===== src/include/scfg_defines.svh =====
// register offsets, field positions, reset values and timing figures
// assumes an 8-bit register space addressed by the primary interface
`ifndef SCFG_DEFINES_SVH
`define SCFG_DEFINES_SVH

`define SCFG_ADDR_FEAT       8'h5E
`define SCFG_ADDR_FAULT      8'h5F
`define SCFG_ADDR_NVMC       8'h6A
`define SCFG_ADDR_IFSET      8'h6B
`define SCFG_ADDR_SELFTEST   8'h6D
`define SCFG_ADDR_PERSIST    8'h70
`define SCFG_ADDR_OFF_X      8'h71
`define SCFG_ADDR_OFF_Y      8'h72
`define SCFG_ADDR_OFF_Z      8'h73
`define SCFG_ADDR_CMD        8'h7E

`define SCFG_RST_BYTE        8'h00
`define SCFG_READ_ZERO       8'h00
`define SCFG_CMD_NVM_PROG    8'hA0

`define SCFG_MASK_FAULT      8'h06
`define SCFG_MASK_NVMC       8'h02
`define SCFG_MASK_IFSET      8'h11
`define SCFG_MASK_SELFTEST   8'h0D
`define SCFG_MASK_PERSIST    8'h0F

`define SCFG_BIT_ERR_LONG    1
`define SCFG_BIT_ERR_FATAL   2
`define SCFG_BIT_NVM_PROG_EN 1
`define SCFG_BIT_THREE_WIRE  0
`define SCFG_BIT_AUX_MAG     4
`define SCFG_BIT_ST_EN       0
`define SCFG_BIT_ST_SIGN     2
`define SCFG_BIT_ST_AMP      3
`define SCFG_BIT_SPI_EN      0
`define SCFG_BIT_WDT_SEL     1
`define SCFG_BIT_WDT_EN      2
`define SCFG_BIT_OFF_EN      3

`define SCFG_AXES            3
`define SCFG_ACC_MAX         17'sh07FFF
`define SCFG_ACC_MIN         17'sh18000

`define SCFG_CLK_PERIOD_NS   10
`define SCFG_WDT_SHORT_NS    1250000
`define SCFG_WDT_LONG_NS     40000000
`define SCFG_WDT_CNT_W       22

`endif


===== src/include/scfg_pkg.sv =====
// types shared by the register bank and its watchdog
// assumes scfg_defines.svh for the constants
package scfg_pkg;

   typedef struct packed {
      logic [7:0] addr;
      logic       wr;
      logic       rd;
      logic [7:0] wdata;
   } scfg_reg_req_t;

   typedef struct packed {
      logic [7:0] persist;
      logic [7:0] off_x;
      logic [7:0] off_y;
      logic [7:0] off_z;
   } scfg_nvm_image_t;

   typedef struct packed {
      logic signed [15:0] x;
      logic signed [15:0] y;
      logic signed [15:0] z;
   } scfg_acc_t;

   typedef enum logic [2:0] {
      SCFG_WDT_IDLE    = 3'h1,
      SCFG_WDT_COUNT   = 3'h2,
      SCFG_WDT_TRIPPED = 3'h4
   } scfg_wdt_state_t;

endpackage


===== src/rtl/scfg_sda_watchdog.sv =====
// watchdog on the SDA line of the primary interface in I2C mode
// assumes sda_pin is asynchronous; other inputs are on clk
`timescale 1ns/1ps
`include "scfg_defines.svh"

module scfg_sda_watchdog #(
   parameter int unsigned SHORT_CYC = 125000,
   parameter int unsigned LONG_CYC  = 4000000
) (
   input  wire logic clk,
   input  wire logic rst,
   input  wire logic sda_pin,
   input  wire logic i2c_mode,
   input  wire logic enable,
   input  wire logic long_sel,
   output logic      expire
);
   import scfg_pkg::*;

   localparam logic [`SCFG_WDT_CNT_W-1:0] SHORT_LIM =
      `SCFG_WDT_CNT_W'(SHORT_CYC - 1);
   localparam logic [`SCFG_WDT_CNT_W-1:0] LONG_LIM =
      `SCFG_WDT_CNT_W'(LONG_CYC - 1);

   logic                       sda_meta_q;
   logic                       sda_q;
   logic [`SCFG_WDT_CNT_W-1:0] cnt_q;
   logic [`SCFG_WDT_CNT_W-1:0] limit;
   logic                       armed;
   scfg_wdt_state_t            state_q;

   always_ff @(posedge clk)
   begin
      if (rst)
      begin
         sda_meta_q <= 1'b1;
         sda_q      <= 1'b1;
      end
      else
      begin
         sda_meta_q <= sda_pin;
         sda_q      <= sda_meta_q;
      end
   end

   assign limit = long_sel ? LONG_LIM : SHORT_LIM;
   assign armed = enable && i2c_mode;

   always_ff @(posedge clk)
   begin
      if (rst)
      begin
         state_q <= SCFG_WDT_IDLE;
         cnt_q   <= '0;
         expire  <= 1'b0;
      end
      else
      begin
         expire <= 1'b0;
         case (state_q)
            SCFG_WDT_IDLE:
            begin
               cnt_q <= '0;
               if (armed && !sda_q)
                  state_q <= SCFG_WDT_COUNT;
            end
            SCFG_WDT_COUNT:
            begin
               if (!armed || sda_q)
               begin
                  state_q <= SCFG_WDT_IDLE;
               end
               else if (cnt_q >= limit)
               begin
                  expire  <= 1'b1;
                  state_q <= SCFG_WDT_TRIPPED;
               end
               else
               begin
                  cnt_q <= cnt_q + 1'b1;
               end
            end
            SCFG_WDT_TRIPPED:
            begin
               // one release per stuck episode; wait for sda to rise
               cnt_q <= '0;
               if (!armed || sda_q)
                  state_q <= SCFG_WDT_IDLE;
            end
            default:
            begin
               state_q <= SCFG_WDT_IDLE;
               cnt_q   <= '0;
            end
         endcase
      end
   end

endmodule


===== src/rtl/scfg_regs.sv =====
// configuration and status register bank of the accelerometer core
// assumes a register port driven by the serial engines on REF_CLK,
// and an nvm controller, feature engine and data path on REF_CLK
`timescale 1ns/1ps
`include "scfg_defines.svh"

module scfg_regs #(
   parameter int unsigned WDT_SHORT_CYC =
      `SCFG_WDT_SHORT_NS / `SCFG_CLK_PERIOD_NS,
   parameter int unsigned WDT_LONG_CYC =
      `SCFG_WDT_LONG_NS / `SCFG_CLK_PERIOD_NS
) (
   input  wire logic                  REF_CLK,
   input  wire logic                  RST,
   input  wire scfg_pkg::scfg_reg_req_t REG_REQ,
   output logic [7:0]                 REG_RDATA,
   output logic                       REG_RVALID,
   output logic [7:0]                 FEAT_DATA,
   output logic                       FEAT_WR_PULSE,
   output logic                       FEAT_RD_PULSE,
   input  wire logic                  ERR_LONG_PROC,
   input  wire logic                  ERR_FATAL,
   output logic                       PROC_HALT,
   output logic                       NVM_PROG_ENABLE,
   output logic                       NVM_PROG_STB,
   output scfg_pkg::scfg_nvm_image_t  NVM_PROG_IMAGE,
   input  wire logic                  NVM_LOAD,
   input  wire scfg_pkg::scfg_nvm_image_t NVM_LOAD_IMAGE,
   output logic                       THREE_WIRE_SELECT,
   output logic                       AUX_MAG_ENABLE,
   output logic                       SELFTEST_ENABLE,
   output logic                       SELFTEST_POSITIVE,
   output logic                       SELFTEST_HIGH_AMP,
   output logic                       SPI_SELECT,
   input  wire logic                  I2C_MODE,
   input  wire logic                  SDA_IN,
   output logic                       SDA_RELEASE,
   input  wire logic                  ACC_IN_VALID,
   input  wire scfg_pkg::scfg_acc_t   ACC_IN,
   output logic                       ACC_OUT_VALID,
   output scfg_pkg::scfg_acc_t        ACC_OUT
);
   import scfg_pkg::*;

   logic [7:0] feat_q;
   logic [7:0] fault_q;
   logic [7:0] nvmc_q;
   logic [7:0] ifset_q;
   logic [7:0] selftest_q;
   logic [7:0] persist_q;
   logic [7:0] off_q [`SCFG_AXES];
   logic [7:0] rdata_d;
   logic       wr_feat;
   logic       wr_nvmc;
   logic       wr_ifset;
   logic       wr_selftest;
   logic       wr_persist;
   logic       wr_cmd;
   logic       halted;
   logic [15:0] acc_in_axis  [`SCFG_AXES];
   logic [15:0] acc_out_axis [`SCFG_AXES];

   // write strobe for one register address
   function automatic logic hit_wr(input scfg_reg_req_t req,
                                   input logic [7:0]    addr);
      hit_wr = req.wr && (req.addr == addr);
   endfunction

   // signed 16-bit plus signed byte, clamped to the 16-bit range
   function automatic logic [15:0] sat_add(input logic [15:0] a,
                                           input logic [7:0]  b);
      logic signed [16:0] sum;
      sum = $signed({a[15], a}) + $signed({{9{b[7]}}, b});
      if (sum > `SCFG_ACC_MAX)
         sat_add = 16'h7FFF;
      else if (sum < `SCFG_ACC_MIN)
         sat_add = 16'h8000;
      else
         sat_add = sum[15:0];
   endfunction

   assign wr_feat     = hit_wr(REG_REQ, `SCFG_ADDR_FEAT);
   assign wr_nvmc     = hit_wr(REG_REQ, `SCFG_ADDR_NVMC);
   assign wr_ifset    = hit_wr(REG_REQ, `SCFG_ADDR_IFSET);
   assign wr_selftest = hit_wr(REG_REQ, `SCFG_ADDR_SELFTEST);
   assign wr_persist  = hit_wr(REG_REQ, `SCFG_ADDR_PERSIST);
   assign wr_cmd      = hit_wr(REG_REQ, `SCFG_ADDR_CMD);
   assign halted      = fault_q[`SCFG_BIT_ERR_LONG]
                     || fault_q[`SCFG_BIT_ERR_FATAL];

   // feature engine port
   always_ff @(posedge REF_CLK)
   begin
      if (RST)
      begin
         feat_q        <= `SCFG_RST_BYTE;
         FEAT_WR_PULSE <= 1'b0;
         FEAT_RD_PULSE <= 1'b0;
      end
      else
      begin
         if (wr_feat)
            feat_q <= REG_REQ.wdata;
         FEAT_WR_PULSE <= wr_feat;
         FEAT_RD_PULSE <= REG_REQ.rd
                       && (REG_REQ.addr == `SCFG_ADDR_FEAT);
      end
   end

   // fault flags: set by the engine, never by the host
   always_ff @(posedge REF_CLK)
   begin
      if (RST)
      begin
         fault_q   <= `SCFG_RST_BYTE;
         PROC_HALT <= 1'b0;
      end
      else
      begin
         if (ERR_LONG_PROC)
            fault_q[`SCFG_BIT_ERR_LONG] <= 1'b1;
         if (ERR_FATAL)
            fault_q[`SCFG_BIT_ERR_FATAL] <= 1'b1;
         PROC_HALT <= halted || ERR_LONG_PROC || ERR_FATAL;
      end
   end

   // plain control registers, reserved bits masked on write
   always_ff @(posedge REF_CLK)
   begin
      if (RST)
      begin
         nvmc_q     <= `SCFG_RST_BYTE;
         ifset_q    <= `SCFG_RST_BYTE;
         selftest_q <= `SCFG_RST_BYTE;
      end
      else
      begin
         if (wr_nvmc)
            nvmc_q <= REG_REQ.wdata & `SCFG_MASK_NVMC;
         if (wr_ifset)
            ifset_q <= REG_REQ.wdata & `SCFG_MASK_IFSET;
         if (wr_selftest)
            selftest_q <= REG_REQ.wdata & `SCFG_MASK_SELFTEST;
      end
   end

   // nvm-backed bits and offsets; a host write wins over a load
   always_ff @(posedge REF_CLK)
   begin
      if (RST)
         persist_q <= `SCFG_RST_BYTE;
      else if (wr_persist)
         persist_q <= REG_REQ.wdata & `SCFG_MASK_PERSIST;
      else if (NVM_LOAD)
         persist_q <= NVM_LOAD_IMAGE.persist & `SCFG_MASK_PERSIST;
   end

   generate
      for (genvar i = 0; i < `SCFG_AXES; i++)
      begin : g_off
         always_ff @(posedge REF_CLK)
         begin
            if (RST)
               off_q[i] <= `SCFG_RST_BYTE;
            else if (hit_wr(REG_REQ, 8'(`SCFG_ADDR_OFF_X + i)))
               off_q[i] <= REG_REQ.wdata;
            else if (NVM_LOAD)
               off_q[i] <= NVM_LOAD_IMAGE[8*(2-i) +: 8];
         end
      end
   endgenerate

   // program command: refused while programming is disabled
   always_ff @(posedge REF_CLK)
   begin
      if (RST)
      begin
         NVM_PROG_STB   <= 1'b0;
         NVM_PROG_IMAGE <= '0;
      end
      else
      begin
         NVM_PROG_STB <= 1'b0;
         if (wr_cmd && (REG_REQ.wdata == `SCFG_CMD_NVM_PROG)
             && nvmc_q[`SCFG_BIT_NVM_PROG_EN])
         begin
            NVM_PROG_STB           <= 1'b1;
            NVM_PROG_IMAGE.persist <= persist_q;
            NVM_PROG_IMAGE.off_x   <= off_q[0];
            NVM_PROG_IMAGE.off_y   <= off_q[1];
            NVM_PROG_IMAGE.off_z   <= off_q[2];
         end
      end
   end

   // read mux; unmapped, reserved and command read as zero
   always_comb
   begin
      rdata_d = `SCFG_READ_ZERO;
      case (REG_REQ.addr)
         `SCFG_ADDR_FEAT:     rdata_d = feat_q;
         `SCFG_ADDR_FAULT:    rdata_d = fault_q & `SCFG_MASK_FAULT;
         `SCFG_ADDR_NVMC:     rdata_d = nvmc_q;
         `SCFG_ADDR_IFSET:    rdata_d = ifset_q;
         `SCFG_ADDR_SELFTEST: rdata_d = selftest_q;
         `SCFG_ADDR_PERSIST:  rdata_d = persist_q;
         `SCFG_ADDR_OFF_X:    rdata_d = off_q[0];
         `SCFG_ADDR_OFF_Y:    rdata_d = off_q[1];
         `SCFG_ADDR_OFF_Z:    rdata_d = off_q[2];
         default:             rdata_d = `SCFG_READ_ZERO;
      endcase
   end

   always_ff @(posedge REF_CLK)
   begin
      if (RST)
      begin
         REG_RDATA  <= `SCFG_READ_ZERO;
         REG_RVALID <= 1'b0;
      end
      else
      begin
         REG_RVALID <= REG_REQ.rd;
         if (REG_REQ.rd)
            REG_RDATA <= rdata_d;
      end
   end

   // registered control outputs
   always_ff @(posedge REF_CLK)
   begin
      if (RST)
      begin
         FEAT_DATA         <= `SCFG_RST_BYTE;
         NVM_PROG_ENABLE   <= 1'b0;
         THREE_WIRE_SELECT <= 1'b0;
         AUX_MAG_ENABLE    <= 1'b0;
         SELFTEST_ENABLE   <= 1'b0;
         SELFTEST_POSITIVE <= 1'b0;
         SELFTEST_HIGH_AMP <= 1'b0;
         SPI_SELECT        <= 1'b0;
      end
      else
      begin
         FEAT_DATA         <= feat_q;
         NVM_PROG_ENABLE   <= nvmc_q[`SCFG_BIT_NVM_PROG_EN];
         THREE_WIRE_SELECT <= ifset_q[`SCFG_BIT_THREE_WIRE];
         AUX_MAG_ENABLE    <= ifset_q[`SCFG_BIT_AUX_MAG];
         SELFTEST_ENABLE   <= selftest_q[`SCFG_BIT_ST_EN];
         SELFTEST_POSITIVE <= selftest_q[`SCFG_BIT_ST_SIGN];
         SELFTEST_HIGH_AMP <= selftest_q[`SCFG_BIT_ST_AMP];
         SPI_SELECT        <= persist_q[`SCFG_BIT_SPI_EN];
      end
   end

   scfg_sda_watchdog #(
      .SHORT_CYC (WDT_SHORT_CYC),
      .LONG_CYC  (WDT_LONG_CYC)
   ) u_wdt (
      .clk      (REF_CLK),
      .rst      (RST),
      .sda_pin  (SDA_IN),
      .i2c_mode (I2C_MODE),
      .enable   (persist_q[`SCFG_BIT_WDT_EN]),
      .long_sel (persist_q[`SCFG_BIT_WDT_SEL]),
      .expire   (SDA_RELEASE)
   );

   // offset compensation; output valid is held off while processing halts, data still updates
   assign acc_in_axis[0] = ACC_IN.x;
   assign acc_in_axis[1] = ACC_IN.y;
   assign acc_in_axis[2] = ACC_IN.z;

   generate
      for (genvar a = 0; a < `SCFG_AXES; a++)
      begin : g_acc
         always_ff @(posedge REF_CLK)
         begin
            if (RST)
               acc_out_axis[a] <= '0;
            else if (ACC_IN_VALID)
               acc_out_axis[a] <= persist_q[`SCFG_BIT_OFF_EN]
                               ? sat_add(acc_in_axis[a], off_q[a])
                               : acc_in_axis[a];
         end
      end
   endgenerate

   assign ACC_OUT.x = acc_out_axis[0];
   assign ACC_OUT.y = acc_out_axis[1];
   assign ACC_OUT.z = acc_out_axis[2];

   always_ff @(posedge REF_CLK)
   begin
      if (RST)
         ACC_OUT_VALID <= 1'b0;
      else
         ACC_OUT_VALID <= ACC_IN_VALID && !halted;
   end

endmodule


===== config.mk =====
export PLATFORM = sky130hd
export DESIGN_NAME = scfg_regs
export DESIGN_NICKNAME = d
export VERILOG_FILES = /design/src/include/scfg_pkg.sv /design/src/rtl/scfg_sda_watchdog.sv /design/src/rtl/scfg_regs.sv
export VERILOG_INCLUDE_DIRS = /design/src /design/src/include
export SDC_FILE = /design/constraint.sdc
export NUM_CORES = 1
export LEC_CHECK = 0
export BUFFER_PORTS_ARGS = -buffer_cell sky130_fd_sc_hd__buf_2
export CORE_MARGIN = 2
export CORE_UTILIZATION = 50
export DETAILED_ROUTE_END_ITERATION = 6
export GPL_ROUTABILITY_DRIVEN = 0
export PLACE_DENSITY_LB_ADDON = 0.05
export SYNTH_ARGS = -nofsm -noshare
export SYNTH_HDL_FRONTEND = slang
export SYNTH_SLANG_ARGS = --single-unit

===== constraint.sdc =====
create_clock -name REF_CLK -period 3.1 [get_ports REF_CLK]
set_input_delay 0.465 -clock REF_CLK [delete_from_list [all_inputs] [get_ports REF_CLK]]
set_output_delay 0.465 -clock REF_CLK [all_outputs]
set_load 0.02 [all_outputs]

# Yosys cells after proc, flatten, opt, wreduce, memory -nomap -nowiden
# Memories as Yosys holds them, arrays and structs flattened.
# Cells that the tools add are included.
# Widths: inputs -> output; s select.
[classes]
n_addsub = 4
n_lt_le_gt_ge = 7
eq_ne = 17
n_mux = 59
bitwise_logic = 12
reduce_logical = 27
[ops]
columns = ["operator", "count"]
rows = [
  ["$mux 16", 18],
  ["$eq 8x7->1 const B", 10],
  ["$pmux 8 s9", 1],
  ["$add 16x8->17", 3],
  ["$gt 17x16->1 const B", 3],
  ["$lt 17x16->1 const B", 3],
  ["$mux 8", 6],
  ["$mux 1", 26],
  ["$add 22x1->22 const B", 1],
  ["$ge 22x22->1", 1],
  ["$mux 22", 1],
  ["$logic_and 1x1->1", 15],
  ["$mux 3", 4],
  ["$or 1x1->1", 9],
  ["$pmux 3 s3", 1],
  ["$eq 8x8->1 const B", 1],
  ["$mux 4", 2],
  ["$logic_or 1x1->1", 4],
  ["$ne 2x1->1 const B", 2],
  ["$eq 3x1->1 const B", 1],
  ["$eq 3x2->1 const B", 1],
  ["$eq 3x3->1 const B", 1],
  ["$logic_not 1->1", 3],
  ["$ne 3x1->1 const B", 1],
  ["other kinds (6)", 8],
]
[word_totals]
regBits = 105
mem_bits_rw = 72
out_inout_bits = 110
elab_cells = 159
n_memories = 2
[memory_table]
columns = ["memory", "depth", "width", "read_ports", "rd_ports_with_merged_regs", "write_ports", "line", "text"]
rows = [
  ["acc_out_axis", 3, 16, 3, 0, 3, "scfg_regs.sv:61", "logic [15:0] acc_out_axis [`SCFG_AXES];"],
  ["off_q", 3, 8, 3, 0, 3, "scfg_regs.sv:51", "logic [7:0] off_q [`SCFG_AXES];"],
]

# Depth between registers and ports, before layout
# An unclocked memory read counts as a cell.
[logic_depth]
word_depth = 9
mapped_depth = 13
depth_no_buf = 11

# Hierarchy
# Synthesis repeated with hierarchy kept, for this count alone.
[hier_totals]
hier_cells = 1184
hier_area_um2 = 10710.3
[by_module_without_submodules]
columns = ["module", "n_inst", "cells_per_inst", "area_per_inst_um2", "seq_area_each_um2"]
rows = [
  ["scfg_regs", 1, 982, 8952.3, 3703.6],
  ["scfg_sda_watchdog", 1, 202, 1757.9, 560.5],
]

# Worst setup path before layout
# Ideal clock, no wire load.
[synth_timing]
kind = "input-to-reg"
start = "input port ACC_IN[16] in the netlist's numbering"
end = "memory acc_out_axis[1][14], data pin"
setup_time_ns = 0.258
arrival_ns = 2.713
slack_ns = 0.129
path_stages = 12
cell_sequence = "ha_1 -> inv_1 -> fa_1 -> nor2b_1 -> o31a_1 -> o21a_1 -> o211ai_1 -> a21oi_1 -> o21ai_1 -> buf_2 -> o21ai_0 -> o221a_2"
[synth_rtl]
columns = ["element", "line", "text"]
rows = [
  ["from (decl)", "scfg_regs.sv:39", "input wire scfg_pkg::scfg_acc_t ACC_IN,"],
  ["to (decl)", "scfg_regs.sv:61", ""],
]

==> flow_summary.toml <==
[floorplan]
io_pins = 216
start_util = 0.510
num_rows = 52
die_area_um2 = 21900
core_um2 = 20300
die_y_um = 148
die_w_um = 148

[worst_hold_path]
min_to = "u_wdt.sda_meta_q$_SDFF_PP1_"
min_from = "SDA_IN"
holdCritPathClass = "in -> reg"
holdPathStages = 2

[routing]
totalWireLength_um = 29200
avgViaCountPerCell = 5.68
via_count = 9472
remaining_drc_errors = 1
drt_iter0_markers = 717
post_drt_wl_per_cell_um = 17.5
ant_nets = 0
detail_route.first_pass.iterations = 7

[layout]
final_layout_size_suffix_gt1_frac = 0.247
nFillCells = 1811
final_common_cell = "buf_2"
fin_area_um2 = 12600
layout_common_cells = "207 x buf_2, 139 x nand2_1, 126 x a21oi_1, 104 x dfxtp_1, 88 x nor2_1"
regArea_um2 = 4270
multi_input_comb_area_um2 = 5790
utilization = 0.619
syn2layout_area_growth_pct = 21.4
nets = 1554

[logic_synthesis]
synthCells = 1163
ys_seq_area_frac = 0.412
synth.area.top_cells = "edfxtp_1 21%, dfxtp_1 20%, ha_1 7.3%"
yosys.area.top_type = "edfxtp_1"
synth_seq_cells = 177
yosys_warnings = 0
synth.top_cell.area_share = 0.209
yosysUniqueCellTypes = 69
avgSynthCellArea_um2 = 8.90
synth_area_um2 = 10400
async_flop_share = 0
synth_ff_type = "dfxtp_1"
synth_enable_flop_cells = 72

[clock_tree]
clk_latency_ns = 0.43
cts_tree = "yes"
numCtsBuffers = 17
cts_hold_buf = 0
clockBufferDepth = 2
clk_pin_slew_ns = 0.07
clk_root_buffer_cell = "clkbuf_16"
numClockSinks = 177
h-tree-depth = 4

[placed_design]
pre_cts_slack_ns = -0.318
dpl.hpwl_um = 21800
io_buffer_count = 207
placed_area_um2 = 11900

[flow_run]
maxCapViolations = 0

[global_routing]
track_usage = 0.264
grt_overflow_total = 0
grt_max_degree = 46
antenna_found_initial = 2
grt_pass1_wl_um = 46000
grt_pass1_vias = 8860

[setup_path]
start_kind = "register"
crit_buf_inv = 2
path_common_cell = "a21oi_2"
worstPathCellList = "ha_1, inv_1, fa_1, nor2b_1, o21a_1, a311oi_1, o32ai_2, a21oi_2, buf_4, or2_2, maj3_1, a21oi_2"
worst-setup-path-type = "reg -> reg"
r2r_end = "acc_out_axis[2][1]$_SDFFCE_PN0P_"
critPathMaxStageDelay_ns = 0.39
r2r_setup_slack_ns = 0.20
reg2reg_from = "off_q[2][0]$_SDFFCE_PN0P_"
crit_arrival_ns = 3.18
r2r_cells = 12
slowest_stage = "edfxtp_1"
cp_max_fo = 3
cp_top_family = "adder cells"
setup.worst_path.end_class = "register"
worstPathRequired_ns = 3.38

[status]
violations = "design-rule violations"
status = "finished with violations"

[sta]
fin_tns_setup_ns = 0
fin_skew_ns = 0.0164
hold_viol_final = 0
max_freq_ghz = 0.345
timing.slew.headroom = 0.332
worstMarginPinSlew_ns = 1.00
setup_ws_ns = 0.199
setup_viol = 0
fin_crit_sh = 0.936
slew_viol_final = 0
finalCriticalPeriod_ns = 2.90

[power]
vdd_drop_max_v = 0.000349
power.density_nw_per_um2 = 488
power.leakage_uw = 0.00522
[report_power, final]
part | internal, uW | total, uW | switching, uW
Clock | 1090 | 2150 | 1070
Combinational | 591 | 1400 | 808
Sequential | 2520 | 2580 | 65.4
[worst max-delay path by stage]
stage,startpoint,to,slack (ns),depth (start not counted)
after floorplan,ACC_IN[16],acc_out_axis[1][14]$_SDFFCE_PN0P_,0.13,12
after global placement,ACC_IN[0],acc_out_axis[2][5]$_SDFFCE_PN0P_,-0.30,12
after detailed placement,ACC_IN[0],acc_out_axis[2][14]$_SDFFCE_PN0P_,-0.32,12
after CTS,off_q[2][0]$_SDFFCE_PN0P_,acc_out_axis[2][1]$_SDFFCE_PN0P_,0.02,12
after global routing,off_q[0][0]$_DFFE_PP_,acc_out_axis[0][9]$_SDFFCE_PN0P_,-0.01,12
final,off_q[2][0]$_SDFFCE_PN0P_,acc_out_axis[2][1]$_SDFFCE_PN0P_,0.20,12
[kinds of logic (layout without fill, tap and decap cells)]
family / count (synthesis) / in the layout / share of synthesized area
muxes: 16 / 16 / 0.0209
xor gates and xnor gates: 56 / 56 / 0.0474
buffers and inverters: 91 / 323 / 0.0352
other: 1 / 5 / 0.000362
AOI/OAI and AO/OA: 348 / 348 / 0.203
and+or+nand+nor: 395 / 395 / 0.187
DFF: 177 / 177 / 0.412
adders and majority gates: 79 / 79 / 0.0938
[through the flow]
step / std cells / power [uW] / hold slack, ns
after floorplan: 1166 / 3540 / 0.389
after global placement: 1633 / 3980 / 0.395
after detailed placement: 1633 / 4000 / 0.403
after CTS: 1665 / 6140 / 0.206
after global routing: 1669 / 6420 / 0.211
final: 1669 / 6140 / 0.217
[registers in the layout (all words and copies together), names as in the netlist, 2 cells and up]
name and flops:
fault_q 2, feat_q 8, REG_RDATA 8, u_wdt.state_q 3
acc_out_axis 48, off_q 24, u_wdt.cnt_q 22, ifset_q 2
persist_q 4, selftest_q 3, NVM_PROG_IMAGE 28, FEAT_DATA 8
[metal layers]
layer | vias to the layer above | routed length, um | track usage
li1 | 4687 | - | -
met1 | 4367 | 13400 | 0.373
met2 | 366 | 13000 | 0.418
met3 | 50 | 2100 | 0.0466
met4 | 2 | 612 | 0.0757
met5 | - | 13 | 0
[cells in the mapped netlist (11+ instances only)]
master and number:
a211oi_1 16, a21o_1 16, a21oi_1 129, a31oi_1 20
clkbuf_1 52, dfxtp_1 105, edfxtp_1 72, ha_1 60
inv_1 29, maj3_1 16, nand2_1 139, nand3_1 40
nand4_1 11, nor2_1 88, nor2b_1 32, nor3_1 17
nor4_2 12, o21ai_0 86, xnor2_1 43, xor2_1 13
[area by class of cell]
cell class                      instances  area share
Clock inverter                         15      0.0128
Inverter                               29     0.00866
Antenna cell                            1    0.000199
Tap cell                              270      0.0269
Clock buffer                           17      0.0339
Sequential cell                       177       0.339
Multi-Input combinational cell        898       0.461
Timing Repair Buffer                  262       0.117
[timing repair]
action                     CTS  global route
resized for setup            1            10
hold endpoints to repair     0             0
setup endpoints to repair   10            33
buffers inserted             0             3
pin swaps                    0             1
No activity file was read; power rests on OpenSTA's default activity.
